**config.mk**
```make
export PLATFORM = sky130hd
export DESIGN_NAME = pd_controller_flat
export DESIGN_NICKNAME = d
export VERILOG_FILES = /design/src/pd_pkg.sv /design/src/pd_link_if.sv /design/src/pd_controller.sv /design/src/flat_wrapper.sv
export SDC_FILE = /design/constraint.sdc
export NUM_CORES = 1
export LEC_CHECK = 0
export BUFFER_PORTS_ARGS = -buffer_cell sky130_fd_sc_hd__buf_2
export CAP_MARGIN = 20
export CORE_UTILIZATION = 35
export CTS_BUF_LIST = sky130_fd_sc_hd__clkbuf_4 sky130_fd_sc_hd__clkbuf_8
export DETAILED_ROUTE_END_ITERATION = 10
export PLACE_DENSITY_LB_ADDON = 0.08
export SETUP_SLACK_MARGIN = 0.15
export SYNTH_ARGS = -nofsm -noshare
export SYNTH_HDL_FRONTEND = slang
export SYNTH_SLANG_ARGS = --single-unit
```
**constraint.sdc**
```tcl
create_clock -name MCLK -period 2.8 [get_ports MCLK]
set_input_delay 0.42 -clock MCLK [delete_from_list [all_inputs] [get_ports MCLK]]
set_output_delay 0.42 -clock MCLK [all_outputs]
set_load 0.03 [all_outputs]
```
**src/pd_pkg.sv**
```systemverilog
/*
  Shared constants and types for the stacked-rank power-down link.
  Assumes both ends are compiled against this package and that the
  command pins are grouped in the order given by the field positions.
*/
package pd_pkg;

  localparam int RANK_BITS   = 2;
  localparam int NRANK       = 4;
  // Half period of the link clock in MCLK cycles (4 gives 400 ns at 10 MHz).
  localparam int CK_HALF     = 4;
  // Self-refresh exit wait, in link clock periods.
  localparam int XS_CYCLES   = 8;
  // Precharge wait before self-refresh, in link clock periods.
  localparam int RP_CYCLES   = 2;
  // Link periods an access keeps a rank busy after its command.
  localparam int BUSY_CYCLES = 6;

  // Command field {act_n, ras_n, cas_n, we_n}.
  localparam logic [3:0] CMD_NOP   = 4'hf;
  localparam logic [3:0] CMD_SRE   = 4'h9;
  localparam logic [3:0] CMD_REF   = 4'h9;
  localparam logic [3:0] CMD_PRE   = 4'ha;
  localparam logic [3:0] CMD_READ  = 4'hd;
  localparam logic [3:0] CMD_WRITE = 4'hc;
  localparam logic [3:0] CMD_MRS   = 4'h8;
  localparam logic [3:0] CMD_ZQ    = 4'he;
  localparam logic [3:0] CMD_ACT   = 4'h7;
  localparam int         CMD_ACT_BIT = 3;

  // Positions inside the sampled pin vector.
  localparam int PIN_CK  = 0;
  localparam int PIN_CKE = 1;
  localparam int PIN_CS  = 2;
  localparam int PIN_CMD = 3;
  localparam int PIN_C   = 7;
  localparam int PIN_ODT = PIN_C + RANK_BITS;
  localparam int PIN_W   = PIN_ODT + 1;

  typedef enum logic [1:0] {
    MODE_RUN = 2'h0,
    MODE_PD  = 2'h1,
    MODE_SR  = 2'h2,
    MODE_XS  = 2'h3
  } mode_type;

  typedef enum logic [2:0] {
    RS_IDLE     = 3'h0,
    RS_ACTIVE   = 3'h1,
    RS_PRE_PD   = 3'h2,
    RS_ACT_PD   = 3'h3,
    RS_SELF_REF = 3'h4
  } rank_state_type;

  typedef enum logic [3:0] {
    REQ_NOP   = 4'h0,
    REQ_ACT   = 4'h1,
    REQ_PRE   = 4'h2,
    REQ_READ  = 4'h3,
    REQ_WRITE = 4'h4,
    REQ_REF   = 4'h5,
    REQ_MRS   = 4'h6,
    REQ_ZQ    = 4'h7,
    REQ_PDE   = 4'h8,
    REQ_PDX   = 4'h9,
    REQ_SRE   = 4'ha,
    REQ_SRX   = 4'hb
  } req_type;

endpackage : pd_pkg

```
**src/pd_link_if.sv**
```systemverilog
/*
  Pin bundle between the memory controller end and the stacked device.
  Assumes the controller drives every pin and the device only listens.
*/
interface pd_link_if #(
  parameter int RANK_BITS = pd_pkg::RANK_BITS
);
  logic                 ck;
  logic                 cke;
  logic                 cs_n;
  logic                 act_n;
  logic                 ras_n;
  logic                 cas_n;
  logic                 we_n;
  logic [RANK_BITS-1:0] c;
  logic                 odt;

  modport ctrl (output ck, cke, cs_n, act_n, ras_n, cas_n, we_n, c, odt);
  modport dram (input  ck, cke, cs_n, act_n, ras_n, cas_n, we_n, c, odt);
endinterface : pd_link_if

```
**src/pd_controller.sv**
```systemverilog
/*
  Controller end: turns user requests into link commands and keeps
  the ranks legal before power-down and self-refresh entry.
  Assumes MCLK is free running; the link clock is divided from it.
*/
module pd_controller #(
  parameter int NRANK       = pd_pkg::NRANK,
  parameter int RANK_BITS   = pd_pkg::RANK_BITS,
  parameter int CK_HALF     = pd_pkg::CK_HALF,
  parameter int XS_CYCLES   = pd_pkg::XS_CYCLES,
  parameter int RP_CYCLES   = pd_pkg::RP_CYCLES,
  parameter int BUSY_CYCLES = pd_pkg::BUSY_CYCLES
) (
  input  wire logic             MCLK,
  input  wire logic             RESET,
  input  wire logic             REQ,
  input  pd_pkg::req_type       REQ_CMD,
  input  wire logic [RANK_BITS-1:0] REQ_RANK,
  input  wire logic             REQ_CS_OFF,
  input  wire logic             ODT_REQ,
  output logic                  READY,
  output logic                  REJECT,
  output pd_pkg::mode_type      MODE,
  pd_link_if.ctrl               LINK
);
  localparam int DW = $clog2(2 * CK_HALF);
  localparam int CW = $clog2(XS_CYCLES + RP_CYCLES + BUSY_CYCLES + 1);

  logic [DW-1:0]        div_ff;
  logic                 ck_ff;
  logic                 pend_ff;
  pd_pkg::req_type      pcmd_ff;
  logic [RANK_BITS-1:0] prank_ff;
  logic                 pcs_off_ff;
  pd_pkg::mode_type     mode_ff, nxt_mode;
  logic [NRANK-1:0]     open_ff, nxt_open;
  logic [CW-1:0]        busy_ff, rp_ff, xs_ff;
  logic                 cke_ff, cs_n_ff, odt_ff, reject_ff;
  logic [3:0]           cmd_ff;
  logic [RANK_BITS-1:0] c_ff;

  function automatic logic [3:0] code_of(input pd_pkg::req_type r);
    case (r)
      pd_pkg::REQ_ACT:   code_of = pd_pkg::CMD_ACT;
      pd_pkg::REQ_PRE:   code_of = pd_pkg::CMD_PRE;
      pd_pkg::REQ_READ:  code_of = pd_pkg::CMD_READ;
      pd_pkg::REQ_WRITE: code_of = pd_pkg::CMD_WRITE;
      pd_pkg::REQ_REF:   code_of = pd_pkg::CMD_REF;
      pd_pkg::REQ_MRS:   code_of = pd_pkg::CMD_MRS;
      pd_pkg::REQ_ZQ:    code_of = pd_pkg::CMD_ZQ;
      pd_pkg::REQ_SRE:   code_of = pd_pkg::CMD_SRE;
      default:           code_of = pd_pkg::CMD_NOP;
    endcase
  endfunction : code_of

  // Pins change on the MCLK edge where the link clock falls, half a period ahead
  // of the rising edge on which the device samples them.
  wire slot      = (div_ff == DW'(CK_HALF - 1));
  wire quiet     = (busy_ff == '0);
  wire sr_ok     = quiet & (open_ff == '0) & (rp_ff == '0);
  wire is_pde    = pcmd_ff == pd_pkg::REQ_PDE;
  wire is_sre    = pcmd_ff == pd_pkg::REQ_SRE;
  wire is_pdx    = pcmd_ff == pd_pkg::REQ_PDX;
  wire is_srx    = pcmd_ff == pd_pkg::REQ_SRX;
  wire is_access = pcmd_ff inside {pd_pkg::REQ_READ, pd_pkg::REQ_WRITE,
                                   pd_pkg::REQ_MRS, pd_pkg::REQ_ZQ};
  wire run_ok    = is_pde ? quiet : is_sre ? sr_ok : ~(is_pdx | is_srx);
  wire legal     = (mode_ff == pd_pkg::MODE_RUN) ? run_ok :
                   (mode_ff == pd_pkg::MODE_PD)  ? is_pdx :
                   (mode_ff == pd_pkg::MODE_SR)  ? is_srx : 1'b0;
  // Requests wait out the exit delay instead of being refused.
  wire hold      = mode_ff == pd_pkg::MODE_XS;
  wire issue     = slot & pend_ff & ~hold & legal;
  wire refuse    = slot & pend_ff & ~hold & ~legal;

  assign READY  = ~pend_ff;
  assign REJECT = reject_ff;
  assign MODE   = mode_ff;
  assign LINK.ck    = ck_ff;
  assign LINK.cke   = cke_ff;
  assign LINK.cs_n  = cs_n_ff;
  assign LINK.act_n = cmd_ff[pd_pkg::CMD_ACT_BIT];
  assign LINK.ras_n = cmd_ff[2];
  assign LINK.cas_n = cmd_ff[1];
  assign LINK.we_n  = cmd_ff[0];
  assign LINK.c     = c_ff;
  assign LINK.odt   = odt_ff;

  always_comb begin
    nxt_mode = mode_ff;
    nxt_open = open_ff;
    if (issue) begin
      case (pcmd_ff)
        pd_pkg::REQ_ACT: nxt_open[prank_ff] = 1'b1;
        pd_pkg::REQ_PRE: nxt_open[prank_ff] = 1'b0;
        pd_pkg::REQ_PDE: nxt_mode = pd_pkg::MODE_PD;
        // An unselected entry lands in power-down, as the device does.
        pd_pkg::REQ_SRE: nxt_mode = pcs_off_ff ? pd_pkg::MODE_PD
                                               : pd_pkg::MODE_SR;
        pd_pkg::REQ_PDX: nxt_mode = pd_pkg::MODE_RUN;
        pd_pkg::REQ_SRX: nxt_mode = pd_pkg::MODE_XS;
        default: nxt_mode = mode_ff;
      endcase
    end else if (slot && hold && xs_ff == CW'(1)) begin
      nxt_mode = pd_pkg::MODE_RUN;
    end
  end

  always_ff @(posedge MCLK or posedge RESET) begin
    if (RESET) begin
      div_ff <= '0;
      ck_ff  <= 1'b1;
    end else begin
      div_ff <= (div_ff == DW'(2 * CK_HALF - 1)) ? '0 : div_ff + 1'b1;
      ck_ff  <= (div_ff == DW'(2 * CK_HALF - 1)) | (div_ff < DW'(CK_HALF - 1));
    end
  end

  always_ff @(posedge MCLK or posedge RESET) begin
    if (RESET) begin
      pend_ff    <= 1'b0;
      pcmd_ff    <= pd_pkg::REQ_NOP;
      prank_ff   <= '0;
      pcs_off_ff <= 1'b0;
    end else if (REQ && !pend_ff) begin
      pend_ff    <= 1'b1;
      pcmd_ff    <= REQ_CMD;
      prank_ff   <= REQ_RANK;
      pcs_off_ff <= REQ_CS_OFF;
    end else if (issue || refuse) begin
      pend_ff    <= 1'b0;
    end
  end

  always_ff @(posedge MCLK or posedge RESET) begin
    if (RESET) begin
      mode_ff   <= pd_pkg::MODE_RUN;
      open_ff   <= '0;
      busy_ff   <= '0;
      rp_ff     <= '0;
      xs_ff     <= '0;
      cke_ff    <= 1'b1;
      cs_n_ff   <= 1'b1;
      cmd_ff    <= pd_pkg::CMD_NOP;
      c_ff      <= '0;
      odt_ff    <= 1'b0;
      reject_ff <= 1'b0;
    end else begin
      mode_ff   <= nxt_mode;
      open_ff   <= nxt_open;
      reject_ff <= refuse;
      if (slot) begin
        busy_ff <= (issue && is_access) ? CW'(BUSY_CYCLES)
                 : (busy_ff != '0) ? busy_ff - 1'b1 : busy_ff;
        rp_ff   <= (issue && pcmd_ff == pd_pkg::REQ_PRE) ? CW'(RP_CYCLES)
                 : (rp_ff != '0) ? rp_ff - 1'b1 : rp_ff;
        xs_ff   <= (issue && is_srx) ? CW'(XS_CYCLES)
                 : (xs_ff != '0) ? xs_ff - 1'b1 : xs_ff;
        cke_ff  <= (nxt_mode == pd_pkg::MODE_RUN) |
                   (nxt_mode == pd_pkg::MODE_XS);
        cs_n_ff <= ~issue | is_pde | is_pdx | is_srx |
                   (is_sre & pcs_off_ff);
        cmd_ff  <= issue ? code_of(pcmd_ff) : pd_pkg::CMD_NOP;
        c_ff    <= issue ? prank_ff : c_ff;
        odt_ff  <= ODT_REQ;
      end
    end
  end

endmodule : pd_controller

```
**src/flat_wrapper.sv**
```systemverilog
// flat-port wrapper written by rule: the top's interface ports become plain ports
module pd_controller_flat 
#(
  parameter int NRANK       = pd_pkg::NRANK,
  parameter int RANK_BITS   = pd_pkg::RANK_BITS,
  parameter int CK_HALF     = pd_pkg::CK_HALF,
  parameter int XS_CYCLES   = pd_pkg::XS_CYCLES,
  parameter int RP_CYCLES   = pd_pkg::RP_CYCLES,
  parameter int BUSY_CYCLES = pd_pkg::BUSY_CYCLES
)
  (MCLK, RESET, REQ, REQ_CMD, REQ_RANK, REQ_CS_OFF, ODT_REQ, READY, REJECT, MODE, LINK_ck, LINK_cke, LINK_cs_n, LINK_act_n, LINK_ras_n, LINK_cas_n, LINK_we_n, LINK_c, LINK_odt);
  pd_link_if #(.RANK_BITS(RANK_BITS)) LINK_i ();
  input  wire logic MCLK;
  input  wire logic RESET;
  input  wire logic REQ;
  input  pd_pkg::req_type REQ_CMD;
  input  wire logic [RANK_BITS-1:0] REQ_RANK;
  input  wire logic REQ_CS_OFF;
  input  wire logic ODT_REQ;
  output logic READY;
  output logic REJECT;
  output pd_pkg::mode_type MODE;
  output wire logic [$bits(LINK_i.ck)-1:0] LINK_ck;
  output wire logic [$bits(LINK_i.cke)-1:0] LINK_cke;
  output wire logic [$bits(LINK_i.cs_n)-1:0] LINK_cs_n;
  output wire logic [$bits(LINK_i.act_n)-1:0] LINK_act_n;
  output wire logic [$bits(LINK_i.ras_n)-1:0] LINK_ras_n;
  output wire logic [$bits(LINK_i.cas_n)-1:0] LINK_cas_n;
  output wire logic [$bits(LINK_i.we_n)-1:0] LINK_we_n;
  output wire logic [$bits(LINK_i.c)-1:0] LINK_c;
  output wire logic [$bits(LINK_i.odt)-1:0] LINK_odt;
  assign LINK_ck = LINK_i.ck;
  assign LINK_cke = LINK_i.cke;
  assign LINK_cs_n = LINK_i.cs_n;
  assign LINK_act_n = LINK_i.act_n;
  assign LINK_ras_n = LINK_i.ras_n;
  assign LINK_cas_n = LINK_i.cas_n;
  assign LINK_we_n = LINK_i.we_n;
  assign LINK_c = LINK_i.c;
  assign LINK_odt = LINK_i.odt;
  pd_controller #(.NRANK(NRANK), .RANK_BITS(RANK_BITS), .CK_HALF(CK_HALF), .XS_CYCLES(XS_CYCLES), .RP_CYCLES(RP_CYCLES), .BUSY_CYCLES(BUSY_CYCLES)) u_core (.MCLK(MCLK), .RESET(RESET), .REQ(REQ), .REQ_CMD(REQ_CMD), .REQ_RANK(REQ_RANK), .REQ_CS_OFF(REQ_CS_OFF), .ODT_REQ(ODT_REQ), .READY(READY), .REJECT(REJECT), .MODE(MODE), .LINK(LINK_i));
endmodule
```
==> results of run 1 <==
==> registers in the layout, indices dropped and copies added, names as in the netlist, 2 cells and up, named ones only <==
register and cells:
u_core.busy_ff 5, u_core.rp_ff 5, u_core.xs_ff 5, u_core.cmd_ff 4
u_core.pcmd_ff 4, u_core.div_ff 3, u_core.LINK.c 2, u_core.MODE 2
u_core.prank_ff 2
==> power groups by stage <==
stage	Clock, uW	Sequential [uW]	Combinational (uW)
finish	501	1030	803
global route	546	1070	893
CTS	521	1030	811
detailed placement	0	1040	808
global placement	0	1050	816
floorplan	0	1090	540
==> metrics by stage <==
| step | utilization | setup slack, ns | instance area, sq um |
|---|---|---|---|
| 6_report | 0.419 | 0.560 | 2740 |
| 5_1_grt | 0.419 | 0.361 | 2740 |
| 4_1_cts | 0.419 | 0.536 | 2740 |
| 3_5_place_dp | 0.402 | 0.556 | 2620 |
| 3_3_place_gp | 0.402 | 0.528 | 2620 |
| 2_1_floorplan | - | 0.743 | 2420 |
==> cells by family (layout without fill, tap and decap cells) <==
family / after synthesis / after routing
simple gates: 85 / 85
compound gates: 68 / 68
flops: 43 / 43
buf+inv: 29 / 55
fa+ha+maj: 14 / 14
mux: 8 / 8
xor+xnor: 1 / 1
==> cells in the final DEF, fill, tap and decap left out, types with 3 or more instances in the layout <==
master | netlist | final
dfrtp_1 | 36 | 36
nor2_1 | 26 | 26
buf_2 | 4 | 24
o21ai_0 | 19 | 19
nand2_1 | 17 | 17
inv_1 | 18 | 17
ha_1 | 14 | 14
a21oi_1 | 13 | 13
nor2b_1 | 8 | 8
mux2_2 | 7 | 7
dfstp_2 | 7 | 7
a31oi_1 | 6 | 6
nor3_1 | 5 | 5
clkbuf_8 | 0 | 5
buf_4 | 0 | 5
nand2b_1 | 4 | 4
nor4_1 | 3 | 3
o21a_1 | 3 | 3
a22o_1 | 3 | 3
==> worst max-delay path: cells and delay by family (launching register included) <==
kind,cells,cell delay [ns]
AND/OR/NAND/NOR,2,0.57
flip-flops,1,0.38
adder cells (fa/ha/maj),1,0.30
AO/OA/AOI/OAI,3,0.79
buffers and inverters,1,0.08
==> final timing paths <==
check | cells after the start | startpoint | end
worst max-delay path | 7 | u_core.pcmd_ff[0] | u_core.xs_ff[2]
worst min-delay path | 3 | RESET | u_core.div_ff[0]
worst max register to register | 7 | u_core.pcmd_ff[0] | u_core.xs_ff[2]
worst min register to register | 1 | u_core.div_ff[1] | u_core.LINK.ck
max in group asynchronous | 3 | RESET | u_core.LINK.cs_n
min in group MCLK | 3 | REQ_CMD[0] | u_core.pcmd_ff[0]
==> final cells by class <==
cell class | count | area, sq um | area share
repair buffers | 29 | 158 | 0.0576
clock buffers | 7 | 83.8 | 0.0306
clock inverters | 1 | 30.0 | 0.0110
well taps | 77 | 96.3 | 0.0352
inverters | 18 | 67.6 | 0.0247
multi-input cells | 176 | 1220 | 0.445
flip-flops and latches | 43 | 1080 | 0.396
==> per-layer routing <==
| layer | wire length [microns] | track usage | vias to the layer above |
|---|---|---|---|
| met5 | 0 | 0 | - |
| met4 | 74 | 0.0555 | 0 |
| met3 | 200 | 0.0399 | 8 |
| met1 | 2750 | 0.234 | 841 |
| met2 | 2170 | 0.232 | 34 |
| li1 | - | - | 932 |
==> results.sh, run 1 <==
export IMPL_final_max_slew_viol_count=0
export IMPL_remaining_drc_errors=0
export IMPL_clkSinkCount=43
export IMPL_initial_standard_cell_utilization_of_the_core=0.371
export IMPL_rsz0062_at_grt="no"
export IMPL_non_filler_cells_in_the_finished_layout=351
export IMPL_crit_path_start_kind="flop"
export IMPL_cts_resized_gates=0
export IMPL_slew_limit_headroom=0.641
export IMPL_via_count_of_the_first_global_routing_pass=1811
export IMPL_cts_buffers_inserted=5
export IMPL_warnings_synthesis=0
export IMPL_slowest_stage_cell_crit_path="nor4_1"
export IMPL_worst_pin_slew_ns=0.538
export IMPL_dpl_cell_count=343
export IMPL_total_power_uw=2340
export IMPL_clock_root_buffer="clkbuf_8"
export IMPL_fp_coreArea_sq_mm=0.00653
export IMPL_dominantRegCellSynth="dfrtp_1"
export IMPL_antenna_found_initial=0
export IMPL_vias=1815
export IMPL_max_freq_mhz=446
export IMPL_synth_cells=248
export IMPL_basic_gate_share_of_the_synthesized_area_counting_and_or_nand_and_nor_cells=0.202
export IMPL_yosys_cell_count_top_type="dfrtp_1"
export IMPL_dominant_combinational_cell_family_by_area_after_synthesis="simple AND/OR/NAND/NOR gates"
export IMPL_h_tree_depth_reported_by_cts=2
export IMPL_worst_endpoint_required_ns=2.99
export IMPL_timing_setup_critical_path_class="reg -> reg"
export IMPL_post_route_skew_ns=0.0114
export IMPL_power_per_cell_area_mw_per_mm2=853
export IMPL_min_period_over_period=0.800
export IMPL_tritoncts_clock_tree="yes"
export IMPL_setup_reg_to_reg_worst_slack_ns=0.56
export IMPL_complex_gate_fraction_of_the_synthesized_area=0.188
export IMPL_critPathMaxStageDelay_ns=0.47
export IMPL_drive_above_1_share=0.226
export IMPL_synth_ff_latch_count=43
export IMPL_number_of_synthesized_flops_with_an_enable_pin=0
export IMPL_gpl_final_weighted_congestion=0.748
export IMPL_fin_crit_ns=2.24
export IMPL_dieWidth_microns=85.2
export IMPL_fp_dieH_microns=85.2
export IMPL_total_leakage_power_uw=0.00120
export IMPL_vdd_ir_drop_max_uv=298
export IMPL_first_pass_grt_wire_length_microns=8990
export IMPL_syn2layout_area_growth_pct=13.0
export IMPL_adder_cell_share_of_the_synthesized_area=0.0723
export IMPL_die_area_sq_mm=0.00726
export IMPL_synth_xor_area_frac=0.00361
export IMPL_antenna_cells=0
export IMPL_synth_largest_area_cell="dfrtp_1"
export IMPL_setup_total_negative_slack_ns=0
export IMPL_post_synth_cell_area_avg_sq_um=9.77
export IMPL_grt_start_max_net_pins=44
export IMPL_critPathMaxFanout=8
export IMPL_critical_path_cell_chain="inv_1 -> ha_1 -> nor4_1 -> a2111oi_2 -> a21oi_2 -> nand2_2 -> a311o_1"
export IMPL_avgViaCountPerCell=5.17
export IMPL_cp_end_kind="flop"
export IMPL_hold_violations=0
export IMPL_clkTransAtPathRegs_ns=0.09
export IMPL_total_routing_resource_utilization_after_global_routing=0.161
export IMPL_hp_class="in -> async"
export IMPL_drv_cap=0
export IMPL_post_synth_num_cell_types=57
export IMPL_post_synth_mux_area_share=0.0367
export IMPL_synth_seq_area_share=0.448
export IMPL_wl_per_cell_microns=14.8
export IMPL_switching_share=0.383
export IMPL_clock_path_buffers=2
export IMPL_postCtsHoldBufs=0
export IMPL_place_detailed_hpwl_microns=3840
export IMPL_netlist_top_cells_count="36 x dfrtp_1, 26 x nor2_1, 19 x o21ai_0, 18 x inv_1, 17 x nand2_1"
export IMPL_synth_area_leaders="dfrtp_1 37%, dfstp_2 7.6%, ha_1 7.2%"
export IMPL_syn_cell_area_sq_mm=0.00242
export IMPL_detailedRoute_firstPassIterationCount=4
export IMPL_design_final_nets=298
export IMPL_initialDrtViolationCount=114
export IMPL_globalRouteOverflowTotal=0
export IMPL_switchingPower_uw=894
export IMPL_power_share_combinational=0.344
export IMPL_setup_violations=0
export IMPL_p_int_uw=1440
export IMPL_cts_setup_buffers=0
export IMPL_numPortBuffers=24
export IMPL_final_antenna_net_count=0
export IMPL_mappedNetlistNets=273
export IMPL_hold_slack_ns=0.238
export IMPL_postRouteWirelength_microns=5190
export IMPL_clk_insertion_delay_late_ns=0.30
export IMPL_fillCellCount=639
export IMPL_top_level_i_o_count=25
export IMPL_outcome="completed"
export IMPL_timing_critical_path_arrival_ns=2.43
export IMPL_std_cell_rows=29
export IMPL_clock_power_share=0.214
export IMPL_synth_async_sr_flop_share=1.00
export IMPL_yosysTopAreaCellShare=0.372
export IMPL_seqPwrFrac=0.442
Power figures use the tool's default switching activity.
==> run 2, diff against run 1 <==
Clock period 2.8 ns to 1.8 ns, I/O delays scaled along.
==> results.sh, run 2 (synthesized netlist as in run 1, its figures left out) <==
export IMPL_power_per_cell_area_mw_per_mm2=1240
export IMPL_reg_top3="u_core.busy_ff x5, u_core.rp_ff x5, u_core.xs_ff x5"
export IMPL_timing_setup_critical_path_class="reg -> reg"
export IMPL_fin_crit_ns=1.96
export IMPL_dpl_cell_count=386
export IMPL_hp_class="in -> async"
export IMPL_initial_standard_cell_utilization_of_the_core=0.371
export IMPL_postCtsHoldBufs=0
export IMPL_place_detailed_hpwl_microns=4310
export IMPL_total_routing_resource_utilization_after_global_routing=0.182
export IMPL_total_leakage_power_uw=0.00151
export IMPL_most_common_layout_cells="53 x buf_4, 33 x dfrtp_1, 24 x nor2_1, 24 x buf_2, 16 x nand2_1"
export IMPL_setup_ws_ns=-0.159
export IMPL_clock_path_buffers=2
export IMPL_crit_path_start_kind="flop"
export IMPL_fillCellCount=615
export IMPL_hold_slack_ns=0.0876
export IMPL_fp_coreArea_sq_mm=0.00653
export IMPL_fp_dieH_microns=85.2
export IMPL_dieWidth_microns=85.2
export IMPL_antenna_found_initial=0
export IMPL_non_filler_cells_in_the_finished_layout=407
export IMPL_setup_reg_to_reg_worst_slack_ns=-0.16
export IMPL_numPortBuffers=24
export IMPL_grt_start_max_net_pins=44
export IMPL_post_route_skew_ns=0.0104
export IMPL_gpl_final_weighted_congestion=0.777
export IMPL_timing_rr_start="u_core.pcmd_ff[0]"
export IMPL_slew_limit_headroom=0.627
export IMPL_failed_checks="negative setup slack"
export IMPL_globalRouteOverflowTotal=0
export IMPL_cp_end_kind="flop"
export IMPL_final_max_slew_viol_count=0
export IMPL_design_final_nets=354
export IMPL_clkSinkCount=43
export IMPL_remaining_drc_errors=0
export IMPL_final_antenna_net_count=0
export IMPL_initialDrtViolationCount=145
export IMPL_reg2regPathDepth=7
export IMPL_outcome="finished, violations left"
export IMPL_hold_violations=0
export IMPL_drv_cap=0
export IMPL_clock_root_buffer="clkbuf_8"
export IMPL_die_area_sq_mm=0.00726
export IMPL_clk_insertion_delay_late_ns=0.31
export IMPL_setup_total_negative_slack_ns=-1.09
export IMPL_setup_violations=11
export IMPL_antenna_cells=0
export IMPL_layout_cells_most_common="buf_4"
export IMPL_syn2layout_area_growth_pct=44.1
export IMPL_place_ws_ns=-0.220
export IMPL_std_cell_rows=29
export IMPL_vias=2088
export IMPL_max_freq_mhz=510
export IMPL_regToRegEndpoint="u_core.xs_ff[2]"
export IMPL_detailedRoute_firstPassIterationCount=4
export IMPL_min_period_over_period=1.09
export IMPL_avgViaCountPerCell=5.13
export IMPL_wl_per_cell_microns=15.0
export IMPL_timing_critical_path_arrival_ns=2.15
export IMPL_clkTransAtPathRegs_ns=0.10
export IMPL_postRouteWirelength_microns=6090
export IMPL_cts_buffers_inserted=5
export IMPL_critPathMaxFanout=5
export IMPL_worst_pin_slew_ns=0.559
export IMPL_via_count_of_the_first_global_routing_pass=2099
export IMPL_worst_endpoint_required_ns=1.99
export IMPL_vdd_ir_drop_max_uv=631
export IMPL_tritoncts_clock_tree="yes"
export IMPL_rsz0062_at_grt="yes"
export IMPL_drive_above_1_share=0.497
export IMPL_first_pass_grt_wire_length_microns=10300
export IMPL_top_level_i_o_count=25
export IMPL_h_tree_depth_reported_by_cts=2
## run 2: final cells by class
cell class / instances / area [sq um] / share of cell area
clock inverter: 3 / 20.0 / 0.00573
tap: 77 / 96.3 / 0.0276
timing repair buffer: 85 / 608 / 0.174
inverter: 18 / 67.6 / 0.0193
clock buffer: 5 / 68.8 / 0.0197
multi-input combinational: 176 / 1540 / 0.442
sequential: 43 / 1090 / 0.312
## run 2: critical path: stages (launching register included)
cell	delay (ns)
dfrtp_1	0.44
inv_2	0.13
ha_4	0.17
and4bb_2	0.27
nand4_4	0.10
a21oi_4	0.27
nand2_2	0.09
a311o_1	0.36
## run 2: where the power goes
group / switching (uW) / total, uW / internal [uW]
combinational: 1040 / 2090 / 1050
sequential: 310 / 1600 / 1290
clock: 381 / 652 / 271
total: 1730 / 4350 / 2610
## run 2: worst max path at each step
stage	from	endpoint	slack, ns	cells past startpoint
after floorplan	u_core.busy_ff[0]	u_core.LINK.c[0]	-0.15	8
after global placement	u_core.busy_ff[0]	u_core.xs_ff[2]	-0.15	7
after detailed placement	u_core.pcmd_ff[1]	u_core.xs_ff[2]	-0.22	7
after CTS	u_core.pcmd_ff[1]	u_core.LINK.c[1]	-0.13	6
after global routing	u_core.pcmd_ff[0]	u_core.xs_ff[2]	-0.22	7
final	u_core.pcmd_ff[0]	u_core.xs_ff[2]	-0.16	7
## run 2: metrics by stage
stage	power, uW	util	area [sq um]
2_1_floorplan	2640	-	2560
3_3_place_gp	3310	0.469	3070
3_5_place_dp	3320	0.469	3070
4_1_cts	4190	0.509	3320
5_1_grt	4660	0.535	3490
6_report	4350	0.535	3490
## run 2: what timing repair did
action                                  4_1_cts  5_1_grt
pin swaps                                    10       10
setup buffers                                 8        5
endpoints found under the setup margin       28       28
resized for setup                            29       31
## run 2: routing by layer
metal / share of wire / global-route usage
met1: 0.52 / 0.267
met2: 0.45 / 0.277
met3: 0.023 / 0.0321
met4: 0.010 / 0.0462
met5: 0 / 0
